File: config.mk
export PLATFORM = sky130hd
export DESIGN_NAME = literal_move_indirect_store_ops
export DESIGN_NICKNAME = d
export VERILOG_FILES = /design/src/verilog/literal_move_indirect_store_ops.v
export VERILOG_INCLUDE_DIRS = /design/src /design/src/pkg
export SDC_FILE = /design/constraint.sdc
export NUM_CORES = 1
export LEC_CHECK = 0
export BUFFER_PORTS_ARGS = -buffer_cell sky130_fd_sc_hd__clkbuf_2
export CAP_MARGIN = 10
export CORE_UTILIZATION = 43
export CTS_CLUSTER_SIZE = 30
export DETAILED_ROUTE_END_ITERATION = 7
export HOLD_SLACK_MARGIN = 0.15
export SKIP_CTS_REPAIR_TIMING = 1
export SLEW_MARGIN = 10
export SYNTH_ARGS = -nofsm -noshare
export SYNTH_HDL_FRONTEND = slang
export SYNTH_SLANG_ARGS = --single-unit
File: constraint.sdc
create_clock -name sys_clk -period 3.54 [get_ports sys_clk]
set_clock_uncertainty 0.05 [all_clocks]
set_input_delay 0.177 -clock sys_clk [delete_from_list [all_inputs] [get_ports sys_clk]]
set_output_delay 0.177 -clock sys_clk [all_outputs]
set_load 0.05 [all_outputs]
File: src/pkg/literal_move_consts.vh
// constants for the literal, move and indirect-store instruction group
`ifndef LITERAL_MOVE_CONSTS_VH
`define LITERAL_MOVE_CONSTS_VH

// 14-bit opcode patterns
`define OP_NO_OPERATION     14'h0000
`define OP_RESET            14'h0001
`define OP_OPTION           14'h0062
`define OP_STORE_FILE_MASK  14'h3f80
`define OP_STORE_FILE_VAL   14'h0080
`define OP_LOAD_W_MASK      14'h3f00
`define OP_LOAD_W_VAL       14'h3000
`define OP_LOAD_BANK_MASK   14'h3fe0
`define OP_LOAD_BANK_VAL    14'h0020
`define OP_LOAD_LATCH_MASK  14'h3f80
`define OP_LOAD_LATCH_VAL   14'h3180
`define OP_STORE_IND_MASK   14'h3ff8
`define OP_STORE_IND_VAL    14'h0018
`define OP_STORE_OFS_MASK   14'h3f80
`define OP_STORE_OFS_VAL    14'h3f80

// field positions
`define FLD_INDEX_BIT   2
`define FLD_KIDX_BIT    6
`define FLD_MODE_HI     1
`define FLD_MODE_LO     0

// pointer update modes
`define MODE_PRE_INC    2'h0
`define MODE_PRE_DEC    2'h1
`define MODE_POST_INC   2'h2
`define MODE_POST_DEC   2'h3

// file addresses of the two indirect data ports
`define ADDR_INDIRECT0  7'h00
`define ADDR_INDIRECT1  7'h01

// reset values
`define RST_OPTION      8'hff
`define RST_BANK        5'h00
`define RST_LATCH       7'h00
`define RST_W           8'h00
`define RST_POINTER     16'h0000

`endif

File: src/verilog/literal_move_indirect_store_ops.v
// executes literal loads, direct/indirect stores, option load, no-op and software reset
// What this block does
// - bank literal loads bank select, flags kept
// - seven-bit literal loads program counter latch
// - eight-bit literal loads working register, one cycle
// - working register stored to addressed file register
// - indirect store address: pointer+1, -1, pointer itself (post modes), or +offset
// - mode 00 preinc, 01 predec, 10/11 post
// - pointer ends +1, -1, or unchanged for offset
// - indirect data port redirects through its pointer
// - pointer is sixteen bits, wraps both ways
// - pointer update and store touch no flags
// - option load copies working register, one cycle
// - software reset pulses reset, clears reset flag
`timescale 1ns/1ps
`default_nettype none
`include "literal_move_consts.vh"

module literal_move_indirect_store_ops (
    input  wire        sys_clk,
    input  wire        reset_n,
    input  wire        instr_valid,
    input  wire [13:0] instr_word,
    output reg         instr_done,
    output reg  [7:0]  working_reg,
    output reg  [4:0]  bank_select_reg,
    output reg  [6:0]  program_counter_high_latch,
    output reg  [7:0]  option_reg,
    output reg  [15:0] indirect_pointer0,
    output reg  [15:0] indirect_pointer1,
    output reg         mem_write,
    output reg  [15:0] mem_addr,
    output reg  [7:0]  mem_wdata,
    output reg         mem_linear,
    output reg         device_reset_req,
    output reg         reset_instruction_flag_n,
    output reg         status_write
);

// ----------------------------------------------------------------
// decode
// ----------------------------------------------------------------
wire is_reset      = instr_valid && (instr_word == `OP_RESET);
wire is_option     = instr_valid && (instr_word == `OP_OPTION);
wire is_load_bank  = instr_valid && ((instr_word & `OP_LOAD_BANK_MASK) == `OP_LOAD_BANK_VAL);
wire is_load_latch = instr_valid && ((instr_word & `OP_LOAD_LATCH_MASK) == `OP_LOAD_LATCH_VAL);
wire is_load_w     = instr_valid && ((instr_word & `OP_LOAD_W_MASK) == `OP_LOAD_W_VAL);
wire is_store_file = instr_valid && ((instr_word & `OP_STORE_FILE_MASK) == `OP_STORE_FILE_VAL);
wire is_wi_mod     = instr_valid && ((instr_word & `OP_STORE_IND_MASK) == `OP_STORE_IND_VAL);
wire is_wi_off     = instr_valid && ((instr_word & `OP_STORE_OFS_MASK) == `OP_STORE_OFS_VAL);

wire [1:0] mode = instr_word[`FLD_MODE_HI:`FLD_MODE_LO];
// a direct store to an indirect data port is redirected through its pointer
wire [6:0] file_addr   = instr_word[6:0];
wire       wf_indirect = is_store_file &&
                         (file_addr == `ADDR_INDIRECT0 || file_addr == `ADDR_INDIRECT1);

wire sel = is_wi_off ? instr_word[`FLD_KIDX_BIT] :
           is_wi_mod ? instr_word[`FLD_INDEX_BIT] : file_addr[0];
wire [15:0] ptr = sel ? indirect_pointer1 : indirect_pointer0;

// ----------------------------------------------------------------
// effective address and pointer update
// ----------------------------------------------------------------
wire [15:0] ptr_inc = ptr + 16'h0001;
wire [15:0] ptr_dec = ptr - 16'h0001;
wire [15:0] k_ext   = {{10{instr_word[5]}}, instr_word[5:0]};
wire [15:0] ptr_off = ptr + k_ext;

reg [15:0] next_addr;
reg [15:0] next_ptr;
always @* begin
    next_addr = ptr;
    next_ptr  = ptr;
    if (is_wi_off) begin
        next_addr = ptr_off;
        next_ptr  = ptr;
    end else if (is_wi_mod) begin
        case (mode)
            `MODE_PRE_INC: begin
                next_addr = ptr_inc;
                next_ptr  = ptr_inc;
            end
            `MODE_PRE_DEC: begin
                next_addr = ptr_dec;
                next_ptr  = ptr_dec;
            end
            `MODE_POST_INC: begin
                next_addr = ptr;
                next_ptr  = ptr_inc;
            end
            `MODE_POST_DEC: begin
                next_addr = ptr;
                next_ptr  = ptr_dec;
            end
            default: begin
                next_addr = ptr;
                next_ptr  = ptr;
            end
        endcase
    end
end

wire upd_ptr = is_wi_mod;

// ----------------------------------------------------------------
// state update; every instruction here is one word, one cycle
// ----------------------------------------------------------------
always @(posedge sys_clk or negedge reset_n) begin
    if (!reset_n) begin
        instr_done                 <= 1'b0;
        working_reg                <= `RST_W;
        bank_select_reg            <= `RST_BANK;
        program_counter_high_latch <= `RST_LATCH;
        option_reg                 <= `RST_OPTION;
        indirect_pointer0          <= `RST_POINTER;
        indirect_pointer1          <= `RST_POINTER;
        mem_write                  <= 1'b0;
        mem_addr                   <= 16'h0000;
        mem_wdata                  <= 8'h00;
        mem_linear                 <= 1'b0;
        device_reset_req           <= 1'b0;
        reset_instruction_flag_n   <= 1'b1;
        status_write               <= 1'b0;
    end else begin
        // none of these instructions alters a status flag
        status_write     <= 1'b0;
        instr_done       <= instr_valid;
        mem_write        <= 1'b0;
        device_reset_req <= 1'b0;
        if (is_load_bank)
            bank_select_reg <= instr_word[4:0];
        if (is_load_latch)
            program_counter_high_latch <= instr_word[6:0];
        if (is_load_w)
            working_reg <= instr_word[7:0];
        if (is_option)
            option_reg <= working_reg;
        if (is_store_file) begin
            mem_write  <= 1'b1;
            mem_wdata  <= working_reg;
            mem_linear <= wf_indirect;
            mem_addr   <= wf_indirect ? ptr : {9'h000, file_addr};
        end
        if (is_wi_mod || is_wi_off) begin
            mem_write  <= 1'b1;
            mem_wdata  <= working_reg;
            mem_linear <= 1'b1;
            mem_addr   <= next_addr;
        end
        if (upd_ptr && !sel)
            indirect_pointer0 <= next_ptr;
        if (upd_ptr && sel)
            indirect_pointer1 <= next_ptr;
        if (is_reset) begin
            // the reset pulse goes to the reset controller; the flag here is
            // kept only so software can tell a software reset happened
            device_reset_req         <= 1'b1;
            reset_instruction_flag_n <= 1'b0;
        end
    end
end

endmodule // literal_move_indirect_store_ops
`default_nettype wire

==> impl_results.md <==
- Status: finished, final reports clean
- DRC Markers: 0
- Yosys cell types: 72
- YS warnings: 0
- Layout cells sized above 1: 0.335
- Critical path class: in -> reg
- Die width: 116 um
- Total GRT Usage: 0.270
- Routed Antenna Nets: 0
- Critical path's largest stage delay: 350 ps
- Final setup viols: 0
- Via count: 5256
- Rel. slew slack: 0.346
- VDD IR max: 0.240 mV
- Fillers: 1166
- Multi-input logic area: 3240 um2
- Worst R2R Setup Slack: 720 ps
- Top cells by area, synth: dfrtp_1 (36%), mux2_2 (6.4%), nand2_1 (4.7%), nor2_1 (4.3%), dfstp_2 (4.2%)
- Final min period: 3210 ps
- Cell mode on critical path: inv_2
- Worst-Margin Slew: 980 ps
- Clock-pin slew on the worst setup and hold paths: 70 ps
- Post-synthesis sequential area ratio: 0.400
- DRT Wirelength: 17300 um
- Clock Latency Late Sink: 350 ps
- Placer Congestion: 0.879
- Final hold violation count: 0
- Pre-CTS setup slack: -200 ps
- CTS HTree Levels: 3
- Max-cap violations: 0
- Via density: 5.59
- Setup crit start kind: input pin
- Syn_area_per_cell: 9.36 um2
- Netlist area before placement: 5590 um2
- Register Area: 2240 um2
- Leakage: 3.68 nW
- Worst hold path type: in -> reg
- Post-synthesis to final-layout area growth: 28.9%
- Drt first pass iters: 4
- Clk sinks: 89
- Share of the synthesized area in the top cell type: 0.358
- Final Power: 2.67 mW
- Largest regs: indirect_pointer0 (16), indirect_pointer1 (16), mem_addr (16)
- Core area: 12700 um2
- EDFF count, synth: 0
- Most common library cells after synthesis: dfrtp_1 (80), nand2_1 (70), nor2_1 (64), mux2_2 (32), xor2_1 (27)
- First-pass GRT wire length: 27000 um
- Crit. End Element: register
- Pins over their slew limit: 0
- DIE HEIGHT: 116 um
- Routed wire per std cell: 18.4 um
- Vias in the first global route: 4792
- Antenna violations before repair: 0
- Largest area contributor in the netlist: dfrtp_1
- Initial Util: 0.441
- CP max FO: 4
- RSZ-0062 raised after global routing: no
- Crit-path cells: clkbuf_2, nand4_1, or2_1, a311oi_4, buf_6, mux2i_4, inv_2, ha_4, inv_2, fa_2, nor2b_2, o31ai_2, a22oi_1, a41o_1, o41a_1, a31oi_1, xor2_1, o21ai_1
- Port bufs: 105
- Largest net degree at the start of global routing: 78
- Worst EP required: 3740 ps
- Gr ovfl total: 0
- Fin crit share: 0.908
- Most frequent cell after synthesis: dfrtp_1
- Die Area: 13500 um2
- Worst Path Arrival: 3410 ps
- Asr flop ratio synth: 1.00
- DRT iter0 DRCs: 347
- Row cnt: 41
- F_max: 311 MHz
- Top Ports: 107
- Register bit count reported by yosys: 89
- Gate count after technology mapping: 597
- ANT cells: 0
- CTS Buf Count: 9
- Worst setup margin: 325 ps
- Mapped Nets: 632
- HPWL after detailed placement: 13000 um
- Clock root buffer: clkbuf_16
- Pwr dens: 370 nW/um2
- CTS tree: built
- Deepest clock path buffer count: 2
- Nets: 798
- CP max stage cell: o41a_1
- Top_reg_cell synth: dfrtp_1
-- layout make-up --
class,count,share of cell area
clock buffer,9,0.0313
multi-input combinational,465,0.449
sequential,89,0.311
tap,172,0.0299
timing repair buffer,183,0.160
clock inverter,7,0.0115
inverter,15,0.00781
-- metrics by stage --
stage               utilization  area [um2]  cells  setup TNS (ps)  hold slack [ps]
floorplan                     -        5670    597            -496             -169
global placement          0.540        6840    920            -474              280
detailed placement        0.540        6840    920            -907              292
CTS                       0.564        7150    936               0            -80.6
global route              0.569        7210    940               0              176
finish                    0.569        7210    940               0              194
-- worst paths after layout --
path                                           start                       end  depth (start not counted)
worst max register to register  indirect_pointer0[0]              mem_addr[14]                         13
worst min register to register          mem_wdata[0]              mem_wdata[0]                          2
worst min-delay path                   instr_word[5]            working_reg[5]                          3
max in group asynchronous                    reset_n  reset_instruction_flag_n                          3
worst max-delay path                  instr_word[12]              mem_addr[14]                         18
min in group asynchronous                    reset_n              mem_addr[10]                          2
-- cells by family after synthesis --
group | after synthesis | share of synthesized area
AO/OA/AOI/OAI | 118 | 0.147
buffers and inverters | 43 | 0.0338
other | 1 | 0.000671
adder cells (fa/ha/maj) | 18 | 0.0416
XOR/XNOR | 44 | 0.0689
multiplexers | 57 | 0.110
AND/OR/NAND/NOR | 227 | 0.198
flip-flops | 89 | 0.400
-- where the power goes --
group	total (mW)	internal [mW]	switching (mW)
Clock	1.01	0.561	0.447
Combinational	0.546	0.161	0.385
Sequential	1.12	1.07	0.0412
Total	2.67	1.80	0.873
-- cell usage in the layout, fill, tap and decap left out, types with 5 or more instances in the layout --
cell	instances
o22ai_1	5
nand2b_1	5
xor2_1	27
xnor2_1	17
o21ai_0	19
inv_1	10
or3_1	8
ha_1	16
nand2_1	70
dfstp_2	9
nor2_1	64
nor3_1	18
o211ai_1	6
buf_4	72
dfrtp_1	80
mux2i_1	21
clkbuf_16	9
a21oi_1	18
nand4_1	10
nand3_1	14
and3_1	6
a31oi_1	5
o21ai_1	13
mux2_2	32
clkbuf_2	104
a22oi_1	5
-- layer usage --
layer | track usage | vias up | share of wire
li1 | - | 2501 | -
met1 | 0.404 | 2570 | 0.48
met2 | 0.381 | 167 | 0.44
met3 | 0.0649 | 18 | 0.062
met4 | 0.0829 | 0 | 0.018
met5 | 0 | - | 0
-- critical path, delay by kind of cell --
family / cells / cell delay, ps
muxes: 1 / 240
xor gates and xnor gates: 1 / 160
AOI/OAI and AO/OA: 7 / 1560
and+or+nand+nor: 3 / 490
adders and majority gates: 2 / 360
buffers and inverters: 4 / 440
(Power assumes the default switching activity.)
